File: config.mk
export PLATFORM = sky130hd
export DESIGN_NAME = cmbd_decoder
export DESIGN_NICKNAME = d
export VERILOG_FILES = /design/src/core/cmbd_pkg.sv /design/src/core/cmbd_opdec.sv /design/src/core/cmbd_decoder.sv
export SDC_FILE = /design/constraint.sdc
export NUM_CORES = 1
export LEC_CHECK = 0
export ABC_AREA = 1
export BUFFER_PORTS_ARGS = -buffer_cell sky130_fd_sc_hd__buf_2
export CELL_PAD_IN_SITES_DETAIL_PLACEMENT = 1
export CELL_PAD_IN_SITES_GLOBAL_PLACEMENT = 1
export CORE_MARGIN = 2
export CORE_UTILIZATION = 43
export CTS_CLUSTER_DIAMETER = 60
export CTS_CLUSTER_SIZE = 10
export DETAILED_ROUTE_END_ITERATION = 10
export PLACE_DENSITY_LB_ADDON = 0.1
export SETUP_SLACK_MARGIN = 0.1
export SLEW_MARGIN = 25
export SYNTH_ARGS = -nofsm -noshare
export SYNTH_HDL_FRONTEND = slang
export SYNTH_SLANG_ARGS = --single-unit
File: constraint.sdc
create_clock -name sys_clk_i -period 5.1 [get_ports sys_clk_i]
set_input_delay 0.51 -clock sys_clk_i [delete_from_list [all_inputs] [get_ports sys_clk_i]]
set_output_delay 0.51 -clock sys_clk_i [all_outputs]
set_load 0.02 [all_outputs]
File: src/core/cmbd_pkg.sv
// Purpose: shared constants and types of the move/bit/branch decoder
// Assumes: one opcode byte per fetch strobe from program memory
// Notes: opcodes outside the covered groups decode as illegal
package cmbd_pkg;
    localparam logic [2:0] LEN_ONE = 3'h1;
    localparam logic [2:0] LEN_TWO = 3'h2;
    localparam logic [2:0] LEN_THREE = 3'h3;
    localparam logic [2:0] CYC_ONE = 3'h1;
    localparam logic [2:0] CYC_TWO = 3'h2;
    localparam logic [15:0] PC_RESET = 16'h0000;
    localparam logic [7:0] ACC_SFR_ADDR = 8'he0;
    localparam int NIB_HI_POS = 4;
    localparam int BANK_SEL_POS = 3;

    // operation classes seen by the datapath
    typedef enum logic [4:0] {
        CMBD_OP_ILLEGAL = 5'h00,
        CMBD_OP_LD_ACC_IND = 5'h01,
        CMBD_OP_LD_REG_DIR = 5'h02,
        CMBD_OP_DIR_DIR = 5'h03,
        CMBD_OP_DIR_IMM = 5'h04,
        CMBD_OP_IND_IMM = 5'h05,
        CMBD_OP_DATA_POINTER_16_IMM = 5'h06,
        CMBD_OP_CODE_DATA_POINTER_16 = 5'h07,
        CMBD_OP_CODE_PC = 5'h08,
        CMBD_OP_XRD_IND = 5'h09,
        CMBD_OP_XRD_DATA_POINTER_16 = 5'h0a,
        CMBD_OP_XWR_IND = 5'h0b,
        CMBD_OP_XWR_DATA_POINTER_16 = 5'h0c,
        CMBD_OP_PUSH = 5'h0d,
        CMBD_OP_POP = 5'h0e,
        CMBD_OP_XCH_DIR = 5'h0f,
        CMBD_OP_NIB_SWAP = 5'h10,
        CMBD_OP_ANL_C = 5'h11,
        CMBD_OP_ANL_NC = 5'h12,
        CMBD_OP_ORL_C = 5'h13,
        CMBD_OP_ORL_NC = 5'h14,
        CMBD_OP_BIT_TO_C = 5'h15,
        CMBD_OP_C_TO_BIT = 5'h16,
        CMBD_OP_BR_REL = 5'h17,
        CMBD_OP_JMP_DATA_POINTER_16 = 5'h18,
        CMBD_OP_BR_ACC = 5'h19,
        CMBD_OP_BR_CARRY = 5'h1a,
        CMBD_OP_BR_BIT = 5'h1b,
        CMBD_OP_CMP_BR = 5'h1c,
        CMBD_OP_DEC_BR = 5'h1d,
        CMBD_OP_CALL = 5'h1e
    } cmbd_op_t;

    // decoded result of one opcode
    typedef struct packed {
        cmbd_op_t op;
        logic [2:0] len;
        logic [2:0] cycles;
        logic [2:0] bank_reg;
        logic use_bank;
        logic ptr_sel;
        logic cond_inv;
        logic bit_clear;
        logic [1:0] cmp_src;
    } cmbd_dec_t;

    // one finished instruction handed to the datapath
    typedef struct packed {
        cmbd_dec_t dec;
        logic [7:0] opcode;
        logic [7:0] operand1;
        logic [7:0] operand2;
        logic [15:0] next_pc;
        logic [15:0] rel_target;
    } cmbd_issue_t;
endpackage

File: src/core/cmbd_opdec.sv
// Purpose: pure opcode to class/length/cycle table
// Assumes: opcode byte is stable while looked up
// Notes: combinational, no state
`timescale 1ns/1ps
module cmbd_opdec (
    input wire logic [7:0] opcode_i,
    output cmbd_pkg::cmbd_dec_t dec_o
);
    // ************************************************
    // table lookup
    // ************************************************
    always_comb begin
        dec_o = '0;
        dec_o.op = cmbd_pkg::CMBD_OP_ILLEGAL;
        dec_o.len = cmbd_pkg::LEN_ONE;
        dec_o.cycles = cmbd_pkg::CYC_ONE;
        dec_o.bank_reg = opcode_i[2:0];
        dec_o.use_bank = opcode_i[cmbd_pkg::BANK_SEL_POS];
        dec_o.ptr_sel = opcode_i[0];
        if (opcode_i[7:4] == 4'ha && opcode_i[3]) begin
            dec_o.op = cmbd_pkg::CMBD_OP_LD_REG_DIR;
            dec_o.len = cmbd_pkg::LEN_TWO;
            dec_o.cycles = cmbd_pkg::CYC_TWO;
        end else if (opcode_i[7:4] == 4'hb && opcode_i[3]) begin
            dec_o.op = cmbd_pkg::CMBD_OP_CMP_BR;
            dec_o.len = cmbd_pkg::LEN_THREE;
            dec_o.cycles = cmbd_pkg::CYC_TWO;
            dec_o.cmp_src = 2'h2;
        end else if (opcode_i[7:4] == 4'hd && opcode_i[3]) begin
            dec_o.op = cmbd_pkg::CMBD_OP_DEC_BR;
            dec_o.len = cmbd_pkg::LEN_TWO;
            dec_o.cycles = cmbd_pkg::CYC_TWO;
        end else begin
            dec_o.use_bank = 1'b0;
            case (opcode_i)
                8'he6, 8'he7: begin
                    dec_o.op = cmbd_pkg::CMBD_OP_LD_ACC_IND;
                end
                8'h85: begin
                    dec_o.op = cmbd_pkg::CMBD_OP_DIR_DIR;
                    dec_o.len = cmbd_pkg::LEN_THREE;
                    dec_o.cycles = cmbd_pkg::CYC_TWO;
                end
                8'h75: begin
                    dec_o.op = cmbd_pkg::CMBD_OP_DIR_IMM;
                    dec_o.len = cmbd_pkg::LEN_THREE;
                    dec_o.cycles = cmbd_pkg::CYC_TWO;
                end
                8'h76, 8'h77: begin
                    dec_o.op = cmbd_pkg::CMBD_OP_IND_IMM;
                    dec_o.len = cmbd_pkg::LEN_TWO;
                end
                8'h90: begin
                    dec_o.op = cmbd_pkg::CMBD_OP_DATA_POINTER_16_IMM;
                    dec_o.len = cmbd_pkg::LEN_THREE;
                    dec_o.cycles = cmbd_pkg::CYC_TWO;
                end
                8'h93: begin
                    dec_o.op = cmbd_pkg::CMBD_OP_CODE_DATA_POINTER_16;
                    dec_o.cycles = cmbd_pkg::CYC_TWO;
                end
                8'h83: begin
                    dec_o.op = cmbd_pkg::CMBD_OP_CODE_PC;
                    dec_o.cycles = cmbd_pkg::CYC_TWO;
                end
                8'he2, 8'he3: begin
                    dec_o.op = cmbd_pkg::CMBD_OP_XRD_IND;
                    dec_o.cycles = cmbd_pkg::CYC_TWO;
                end
                8'he0: begin
                    dec_o.op = cmbd_pkg::CMBD_OP_XRD_DATA_POINTER_16;
                    dec_o.cycles = cmbd_pkg::CYC_TWO;
                end
                8'hf2, 8'hf3: begin
                    dec_o.op = cmbd_pkg::CMBD_OP_XWR_IND;
                    dec_o.cycles = cmbd_pkg::CYC_TWO;
                end
                8'hf0: begin
                    dec_o.op = cmbd_pkg::CMBD_OP_XWR_DATA_POINTER_16;
                    dec_o.cycles = cmbd_pkg::CYC_TWO;
                end
                8'hc0: begin
                    dec_o.op = cmbd_pkg::CMBD_OP_PUSH;
                    dec_o.len = cmbd_pkg::LEN_TWO;
                    dec_o.cycles = cmbd_pkg::CYC_TWO;
                end
                8'hd0: begin
                    dec_o.op = cmbd_pkg::CMBD_OP_POP;
                    dec_o.len = cmbd_pkg::LEN_TWO;
                    dec_o.cycles = cmbd_pkg::CYC_TWO;
                end
                8'hc5: begin
                    dec_o.op = cmbd_pkg::CMBD_OP_XCH_DIR;
                    dec_o.len = cmbd_pkg::LEN_TWO;
                end
                8'hd6, 8'hd7: begin
                    dec_o.op = cmbd_pkg::CMBD_OP_NIB_SWAP;
                end
                8'h82, 8'hb0: begin
                    dec_o.op = opcode_i[5] ? cmbd_pkg::CMBD_OP_ANL_NC : cmbd_pkg::CMBD_OP_ANL_C;
                    dec_o.len = cmbd_pkg::LEN_TWO;
                    dec_o.cycles = cmbd_pkg::CYC_TWO;
                end
                8'h72, 8'ha0: begin
                    dec_o.op = opcode_i[7] ? cmbd_pkg::CMBD_OP_ORL_NC : cmbd_pkg::CMBD_OP_ORL_C;
                    dec_o.len = cmbd_pkg::LEN_TWO;
                    dec_o.cycles = cmbd_pkg::CYC_TWO;
                end
                8'ha2: begin
                    dec_o.op = cmbd_pkg::CMBD_OP_BIT_TO_C;
                    dec_o.len = cmbd_pkg::LEN_TWO;
                end
                8'h92: begin
                    dec_o.op = cmbd_pkg::CMBD_OP_C_TO_BIT;
                    dec_o.len = cmbd_pkg::LEN_TWO;
                    dec_o.cycles = cmbd_pkg::CYC_TWO;
                end
                8'h80: begin
                    dec_o.op = cmbd_pkg::CMBD_OP_BR_REL;
                    dec_o.len = cmbd_pkg::LEN_TWO;
                    dec_o.cycles = cmbd_pkg::CYC_TWO;
                end
                8'h73: begin
                    dec_o.op = cmbd_pkg::CMBD_OP_JMP_DATA_POINTER_16;
                    dec_o.cycles = cmbd_pkg::CYC_TWO;
                end
                8'h60, 8'h70: begin
                    dec_o.op = cmbd_pkg::CMBD_OP_BR_ACC;
                    dec_o.len = cmbd_pkg::LEN_TWO;
                    dec_o.cycles = cmbd_pkg::CYC_TWO;
                    dec_o.cond_inv = opcode_i[4];
                end
                8'h40, 8'h50: begin
                    dec_o.op = cmbd_pkg::CMBD_OP_BR_CARRY;
                    dec_o.len = cmbd_pkg::LEN_TWO;
                    dec_o.cycles = cmbd_pkg::CYC_TWO;
                    dec_o.cond_inv = opcode_i[4];
                end
                8'h10, 8'h20, 8'h30: begin
                    dec_o.op = cmbd_pkg::CMBD_OP_BR_BIT;
                    dec_o.len = cmbd_pkg::LEN_THREE;
                    dec_o.cycles = cmbd_pkg::CYC_TWO;
                    dec_o.cond_inv = (opcode_i == 8'h30);
                    dec_o.bit_clear = (opcode_i == 8'h10);
                end
                8'hb4, 8'hb5, 8'hb6, 8'hb7: begin
                    dec_o.op = cmbd_pkg::CMBD_OP_CMP_BR;
                    dec_o.len = cmbd_pkg::LEN_THREE;
                    dec_o.cycles = cmbd_pkg::CYC_TWO;
                    dec_o.cmp_src = (opcode_i[1]) ? 2'h3 : {1'b0, opcode_i[0]};
                end
                8'hd5: begin
                    dec_o.op = cmbd_pkg::CMBD_OP_DEC_BR;
                    dec_o.len = cmbd_pkg::LEN_THREE;
                    dec_o.cycles = cmbd_pkg::CYC_TWO;
                end
                8'h12: begin
                    dec_o.op = cmbd_pkg::CMBD_OP_CALL;
                    dec_o.len = cmbd_pkg::LEN_THREE;
                    dec_o.cycles = cmbd_pkg::CYC_TWO;
                end
                default: begin
                    dec_o.op = cmbd_pkg::CMBD_OP_ILLEGAL;
                end
            endcase
        end
    end
endmodule

File: src/core/cmbd_decoder.sv
// Purpose: fetch sequencer around the opcode table
// Assumes: program memory answers each fetch strobe with a byte after any delay, marked by code_valid_i
// Notes: issue output holds one cycle per machine cycle of the instruction
`timescale 1ns/1ps
module cmbd_decoder (
    input wire logic sys_clk_i,
    input wire logic reset_i,
    input wire logic [7:0] code_byte_i,
    input wire logic code_valid_i,
    input wire logic [7:0] main_arith_register_i,
    output logic [15:0] fetch_addr_o,
    output logic fetch_req_o,
    output cmbd_pkg::cmbd_issue_t issue_o,
    output logic issue_valid_o,
    output logic exec_busy_o,
    output logic acc_self_move_o,
    output logic illegal_o
);
    // ************************************************
    // state
    // ************************************************
    typedef enum logic [3:0] {
        CMBD_ST_FETCH = 4'h1,
        CMBD_ST_OPER = 4'h2,
        CMBD_ST_EXEC = 4'h4,
        CMBD_ST_WAIT = 4'h8
    } cmbd_state_t;

    typedef struct packed {
        cmbd_state_t st;
        logic [15:0] pc;
        logic [1:0] oper_cnt;
        logic [2:0] cyc_cnt;
        logic fetch_req;
        cmbd_pkg::cmbd_issue_t issue;
        logic issue_valid;
        logic busy;
        logic acc_self;
        logic illegal;
    } cmbd_regs_t;

    cmbd_regs_t state_ff;
    cmbd_regs_t nxt_state;
    cmbd_pkg::cmbd_dec_t dec_w;

    cmbd_opdec u_opdec (
        .opcode_i(code_byte_i),
        .dec_o(dec_w)
    );


    // ************************************************
    // sequencing
    // ************************************************
    always_comb begin
        nxt_state = state_ff;
        nxt_state.issue_valid = 1'b0;
        nxt_state.fetch_req = 1'b0;
        case (state_ff.st)
            CMBD_ST_FETCH: begin
                nxt_state.fetch_req = 1'b1;
                nxt_state.busy = 1'b0;
                nxt_state.st = CMBD_ST_WAIT;
            end
            CMBD_ST_WAIT: begin
                // opcode byte arrives; pc steps past it here
                if (code_valid_i) begin
                    nxt_state.pc = state_ff.pc + 16'h0001;
                    nxt_state.issue = '0;
                    nxt_state.issue.dec = dec_w;
                    nxt_state.issue.opcode = code_byte_i;
                    nxt_state.illegal = (dec_w.op == cmbd_pkg::CMBD_OP_ILLEGAL);
                    nxt_state.acc_self = 1'b0;
                    nxt_state.busy = 1'b1;
                    nxt_state.oper_cnt = 2'(dec_w.len - cmbd_pkg::LEN_ONE);
                    nxt_state.cyc_cnt = dec_w.cycles;
                    if (dec_w.len != cmbd_pkg::LEN_ONE) begin
                        nxt_state.fetch_req = 1'b1;
                        nxt_state.st = CMBD_ST_OPER;
                    end else begin
                        nxt_state.st = CMBD_ST_EXEC;
                    end
                end
            end
            CMBD_ST_OPER: begin
                if (code_valid_i) begin
                    nxt_state.pc = state_ff.pc + 16'h0001;
                    nxt_state.oper_cnt = state_ff.oper_cnt - 2'h1;
                    if (state_ff.issue.dec.len - 3'(state_ff.oper_cnt) == cmbd_pkg::LEN_ONE) begin
                        nxt_state.issue.operand1 = code_byte_i;
                    end else begin
                        nxt_state.issue.operand2 = code_byte_i;
                    end
                    if (state_ff.oper_cnt == 2'h1) begin
                        nxt_state.st = CMBD_ST_EXEC;
                    end else begin
                        nxt_state.fetch_req = 1'b1;
                    end
                end
            end
            CMBD_ST_EXEC: begin
                nxt_state.issue.next_pc = state_ff.pc;
                nxt_state.issue.rel_target = state_ff.pc +
                    {{8{state_ff.issue.operand2[7]}}, state_ff.issue.operand2};
                if (state_ff.issue.dec.len == cmbd_pkg::LEN_TWO) begin
                    nxt_state.issue.rel_target = state_ff.pc +
                        {{8{state_ff.issue.operand1[7]}}, state_ff.issue.operand1};
                end
                nxt_state.acc_self = (state_ff.issue.opcode == 8'he5) &&
                    (state_ff.issue.operand1 == cmbd_pkg::ACC_SFR_ADDR);
                nxt_state.issue_valid = 1'b1;
                nxt_state.cyc_cnt = state_ff.cyc_cnt - 3'h1;
                if (state_ff.cyc_cnt == cmbd_pkg::CYC_ONE) begin
                    nxt_state.st = CMBD_ST_FETCH;
                end
            end
            default: begin
                nxt_state.st = CMBD_ST_FETCH;
            end
        endcase
        if (reset_i) begin
            nxt_state = '0;
            nxt_state.st = CMBD_ST_FETCH;
            nxt_state.pc = cmbd_pkg::PC_RESET;
        end
    end

    // register stage
    always_ff @(posedge sys_clk_i) begin
        state_ff <= nxt_state;
    end

    assign fetch_addr_o = state_ff.pc;
    assign fetch_req_o = state_ff.fetch_req;
    assign issue_o = state_ff.issue;
    assign issue_valid_o = state_ff.issue_valid;
    assign exec_busy_o = state_ff.busy;
    assign acc_self_move_o = state_ff.acc_self;
    assign illegal_o = state_ff.illegal;
endmodule

== Yosys cells after proc, flatten, opt, wreduce, memory -nomap -nowiden ==
Index checks and enable logic that the tools add are counted.
Widths: inputs -> output; s select.
Word-level totals
  output and inout bits: 97
  register bits after elaboration: 106
  bits of input ports: 19
Cells by class
  $add $sub $neg: 7
  muxes and demuxes: 41
  equality and inequality tests: 61
  reduce and logical (&&, ||, !) cells: 30
Operator list (count)
  $eq 8x8->1 const B: 30
  $pmux 5 s27: 1
  $mux 102: 1
  $eq 8x7->1 const B: 9
  $pmux 32 s2: 1
  $pmux 18 s2: 1
  $mux 11: 3
  $reduce_or 33->1: 1
  $add 16x16->16: 2
  $mux 16: 2
  $pmux 16 s2: 1
  $mux 22: 1
  $reduce_or 2->1: 9
  $add 16x1->16 const B: 1
  $eq 4x4->1 const B: 4
  $eq 8x5->1 const B: 2
  $eq 8x6->1 const B: 2
  $mux 4: 4
  $mux 8: 2
  $pmux 4 s4: 1
  $reduce_or 16->1: 1
  $mux 2: 6
  $ne 2x2->1 const B: 6
  $reduce_and 4->1: 3
  other kinds (24): 45

== Logic depth before layout (Yosys ltp) ==
  depth in word-level cells: 10
  depth in mapped cells: 18
  gate-level depth less buffers: 17

== Cells and area by module ==
Synthesis repeated with hierarchy kept, for this count alone.
Second synthesis, totals
  cells, all modules: 1019
  area, all modules: 6820.3 um2
Modules (own cells, without submodules)
  cmbd_decoder: cells each 831, times used 1, area an instance 5994.5 um2
  cmbd_opdec: cells each 188, times used 1, area an instance 825.8 um2

== Least setup slack after synthesis ==
OpenSTA, ideal clock, no wires.
  path kind: register to register
  start point: register state_ff (netlist bit issue_o[68])
  end point: register state_ff (netlist bit issue_o[10])
  data arrival time: 2.512 ns
  path buffers: 0
  path slack: 2.456 ns
  required time: 4.968 ns
  period minus slack after synthesis: 2.644 ns
  cell stages (with the launch flop): 13
  cells stage by stage: dfxtp_1 -> inv_1 -> nand2_1 -> o21ai_0 -> ha_1 -> a21oi_1 -> a21boi_0 -> nand2_1 -> inv_1 -> o21ai_0 -> or2_2 -> nand2_1 -> a21oi_1
Between the ends
  cells in the longest elaborated chain, start to end: 3
Ends and longest elaborated chain
  start: declaration: RTL line cmbd_decoder.sv:42  | cmbd_regs_t state_ff;
  start signal: assignment: RTL line cmbd_decoder.sv:130  | state_ff <= nxt_state;
  $eq 3x2->1: RTL line cmbd_decoder.sv:105  | if (state_ff.issue.dec.len == cmbd_pkg::LEN_TWO) begin
  $mux 16: RTL line cmbd_decoder.sv:105
  $pmux 32 s2: RTL line cmbd_decoder.sv:59  | case (state_ff.st)
Every way passes these cells.
A chain may end at the register's enable or synchronous reset.

== Final worst setup path ==
Ends and elaborated chain as after synthesis.

==> results.txt <==
* Critical-path maximum fanout: 16
- Vias per inst: 5.32
- Switching power as a share of total power: roughly 32%
* Period Utilization, post-route: a little under three fifths
- Synthesis handed over a netlist of roughly 900 instances.
- Power density over the cells: ~330 nW/um^2
* Synthesis Warnings: 0
- Drc violations: 0
* Clock slew seen by the registers of the worst setup and hold paths: around 70 ps
* Clock tree from TritonCTS: done
- Critical Path Sink Type: register
* Maximum clock insertion buffer count: 2
* Number of synthesized register bits: 100
* Relative max-transition margin: approximately 43%
- Sequential element share of the synthesized area: 32.5%
- Once layout is done, the placed cells without fillers occupy roughly 6500 um^2.
* Port-buffer cells: 105
- CP Launch Type: register
- Clk pwr share: ~37%
- Post-Synthesis Cell Area: ~6200 um^2
* Mean cell area of the mapped netlist: approximately 6.9 um^2
- On the final layout, the worst clock skew is about 9.0 ps.
- Tmin final: ~2800 ps
* Drt initial violations: between 200 and 250
- Cell Count Post-Placement: about 1.1k
* Final antenna-violating net count: 0
- Sorting the synthesized cells by how often they occur yields sky130_fd_sc_hd__nand2_1, sky130_fd_sc_hd__dfxtp_1, sky130_fd_sc_hd__inv_1, sky130_fd_sc_hd__buf_4, sky130_fd_sc_hd__nor2_1.
- Die Y: ~120 um
- At the pin with the least slew margin, the transition time is about 850 ps.
* Startpoint of the worst setup timing path: issue_o[68]
* Top achievable clock speed: ~350 MHz
- Initial antenna violation count: 0
- The number of max-slew violations in the final report was 0.
- WP data arrival: between 3000 and 4000 ps
- Number of non-filler instances in the completed layout: roughly 1.1k
- Fraction of layout instances using a drive strength above 1: 17.4%
- Placer Congestion: between 0.8 and 0.9
- Power spent charging and discharging nets: ~0.7 mW
- The run finished with clean final reports.
- Setup violations remaining at the end of the flow were counted as 0.
- Setup repair after global routing left no endpoint under its margin.
- For this block, the via count after detailed routing is roughly 5.7k.
- Reported leakage power: roughly 3.1 nW
- First-pass GRT wire length: approximately 29 mm
* Number of buffers inserted during clock tree synthesis: 9
- Initial cell density of the core: about 44%
- The floorplan step defined a core boundary enclosing about 14000 um^2.
- Maximum number of pins on one net before global-route repair: 48
- During I/O placement, the number of pins put on the boundary was 116.
- The synthesized design devotes to its leading area cell type 32.5% of total area.
- Max VDD drop: 0.165 mV
- Worst reg2reg path startpoint: issue_o[68]
- Count of final hold-check violations: 0
- Number of gates given a new drive strength after cts: 0
- The floorplan step defined a die boundary enclosing between 15000 and 20000 um^2.
- Number of placement rows: 43
- Path category of the worst min-delay check: reg -> reg
* Area growth syn-to-layout: 5.22%
- Ys async rst share: 0%
- In this run, flip-flops and latches consume about two fifths of the power.
- Clock insertion delay at the later pin of the skew report: roughly 360 ps
- Number of max-capacitance violations reported: 0
- The most used flip-flop cell after synthesis is sky130_fd_sc_hd__dfxtp_1.
* Hold Path Origin: issue_o[5]
- Global routing consumed, over all layers together, 24.4% of the routing resources.
- Average wire per cell in the routed design: approximately 17 um
- In this run the post-CTS setup repair buffer count came out at 0.
- Cts hold-fix bufs: 0
- Post-DP HPWL: between 10 and 15 mm
- After routing, the total negative slack on setup checks comes to 0 ps.
- Counting flops with a built-in enable in the synthesized netlist gives 0.
- Among all cell types in the netlist, the one instantiated most often is sky130_fd_sc_hd__nand2_1.
- Area post-placement: 6150 um^2
* Number of global-route vias before repair: between 5k and 6k
- After detailed routing, the total wire length is around 18 mm.
- Number of nets in the finished design: about 940
* Clock tree root driver cell: sky130_fd_sc_hd__clkbuf_16
- Top post-synthesis cells by area: sky130_fd_sc_hd__dfxtp_1, sky130_fd_sc_hd__buf_4, sky130_fd_sc_hd__nand2_1, sky130_fd_sc_hd__a21oi_1, sky130_fd_sc_hd__o21ai_0
- WP data required: roughly 5300 ps
- Total chip power: ~2.2 mW
* Remaining Overflow, GRT: 0
* DR pass1 iterations: 4
- The floorplan step set the die width to around 120 um.
* Relative contribution of combinational cells to total power: 21.6%
- The internal portion of the total power is 1.46 mW.
* Type of the worst setup path: reg -> reg
* Library cells used by synthesis: 49
* Number of antenna repair diodes: 0
- Clk sinks: 100
- sky130_fd_sc_hd__dfxtp_1 takes more of the synthesized area than any other cell.
- The H-tree was split into 3 levels.
-- power groups by stage --
stage / registers (mW) / logic, mW / clock network (mW)
final: 0.889 / 0.465 / 0.798
after detailed placement: 0.906 / 0.465 / 0
after CTS: 0.889 / 0.469 / 0.810
after global routing: 0.897 / 0.520 / 0.842
after global placement: 0.902 / 0.451 / 0
after floorplan: 0.899 / 0.380 / 0
-- cells in the final DEF (no fill, tap or decap), types with 2 or more instances in the layout --
master,Yosys,routed
sky130_fd_sc_hd__nand2_1,149,149
sky130_fd_sc_hd__buf_2,9,105
sky130_fd_sc_hd__dfxtp_1,100,100
sky130_fd_sc_hd__inv_1,93,93
sky130_fd_sc_hd__nor2_1,92,92
sky130_fd_sc_hd__a21oi_1,89,89
sky130_fd_sc_hd__o21ai_0,77,77
sky130_fd_sc_hd__nand3_1,46,46
sky130_fd_sc_hd__ha_1,21,21
sky130_fd_sc_hd__nor3_1,12,12
sky130_fd_sc_hd__nand4_1,10,10
sky130_fd_sc_hd__clkbuf_16,0,9
sky130_fd_sc_hd__nor2_2,8,8
sky130_fd_sc_hd__o21ai_1,8,8
sky130_fd_sc_hd__inv_2,7,7
sky130_fd_sc_hd__xor2_1,6,6
sky130_fd_sc_hd__nand2_2,5,5
sky130_fd_sc_hd__o211ai_1,5,5
sky130_fd_sc_hd__nor4_1,4,4
sky130_fd_sc_hd__o21bai_1,3,3
sky130_fd_sc_hd__or2_2,3,3
sky130_fd_sc_hd__bufinv_16,0,3
sky130_fd_sc_hd__buf_4,92,3
sky130_fd_sc_hd__nand2_4,2,2
sky130_fd_sc_hd__nand3_2,2,2
sky130_fd_sc_hd__nor3_2,2,2
sky130_fd_sc_hd__a211oi_1,2,2
sky130_fd_sc_hd__a31oi_1,2,2
sky130_fd_sc_hd__nand3b_1,2,2
sky130_fd_sc_hd__nor3b_1,2,2
sky130_fd_sc_hd__nor4_2,2,2
sky130_fd_sc_hd__o21ai_2,2,2
sky130_fd_sc_hd__a32o_1,2,2
sky130_fd_sc_hd__o31ai_1,2,2
sky130_fd_sc_hd__a21o_1,2,2
sky130_fd_sc_hd__fa_1,2,2
sky130_fd_sc_hd__conb_1,1,2
sky130_fd_sc_hd__inv_6,0,2
-- critical path, stage by stage, from the launching register on --
cell                       delay (ps)
sky130_fd_sc_hd__dfxtp_1          330
sky130_fd_sc_hd__inv_1             90
sky130_fd_sc_hd__nand2_1          280
sky130_fd_sc_hd__o21ai_0          460
sky130_fd_sc_hd__ha_1             380
sky130_fd_sc_hd__a21o_1           220
sky130_fd_sc_hd__a21boi_0         220
sky130_fd_sc_hd__nand2_1          140
sky130_fd_sc_hd__inv_1             70
sky130_fd_sc_hd__o21ai_0           90
sky130_fd_sc_hd__or2_2            300
sky130_fd_sc_hd__nand2_1           70
sky130_fd_sc_hd__a21oi_1           50
-- per-stage QoR --
step           utilization, %  hold slack, ps  setup WS (ps)
2_1_floorplan               -             437           2460
3_3_place_gp             44.1             449           2340
3_5_place_dp             44.1             454           2290
4_1_cts                  46.5             465           2280
5_1_grt                  46.5             490           1840
6_report                 46.5             464           2260
-- flip-flops by register name, summed over array words and instances (netlist names) --
register         flops
acc_self_move_o      1
exec_busy_o          1
fetch_addr_o        16
fetch_req_o          1
illegal_o            1
issue_o             70
issue_valid_o        1
state_ff             9
-- routing by layer --
metal  GRT usage (%)  up-vias  wire, um
met4            5.61        0       195
met3            4.17       17       765
met2            42.2      108      8940
met5               0        -         0
met1            31.8     2768      8510
li1                -     2855         -
-- worst paths after layout --
path	end	slack [ps]	cells past startpoint
worst max-delay path	issue_o[10]	2260	12
worst min-delay path	issue_o[5]	460	2
worst max register to register	issue_o[10]	2260	12
worst min register to register	issue_o[5]	460	2
-- final cells by class --
type                            instances  area (um^2)
Fill cell                            1854         7450
Multi-Input combinational cell        577         2990
Sequential cell                       100         2000
Timing Repair Buffer                  108          548
Inverter                              101          379
Clock buffer                           10          229
Tap cell                              180          225
Clock inverter                          5          108
-- logic make-up (layout without fill, tap and decap cells) --
group | Yosys count | after routing | synth area share (%)
buf+inv | 217 | 224 | 19.0
xor+xnor | 6 | 6 | 0.853
compound gates | 201 | 201 | 17.6
simple gates | 345 | 345 | 25.1
flops | 100 | 100 | 32.5
other cells | 1 | 2 | 0.0609
fa+ha+maj | 23 | 23 | 4.91
No activity file was read; power rests on OpenSTA's default activity.
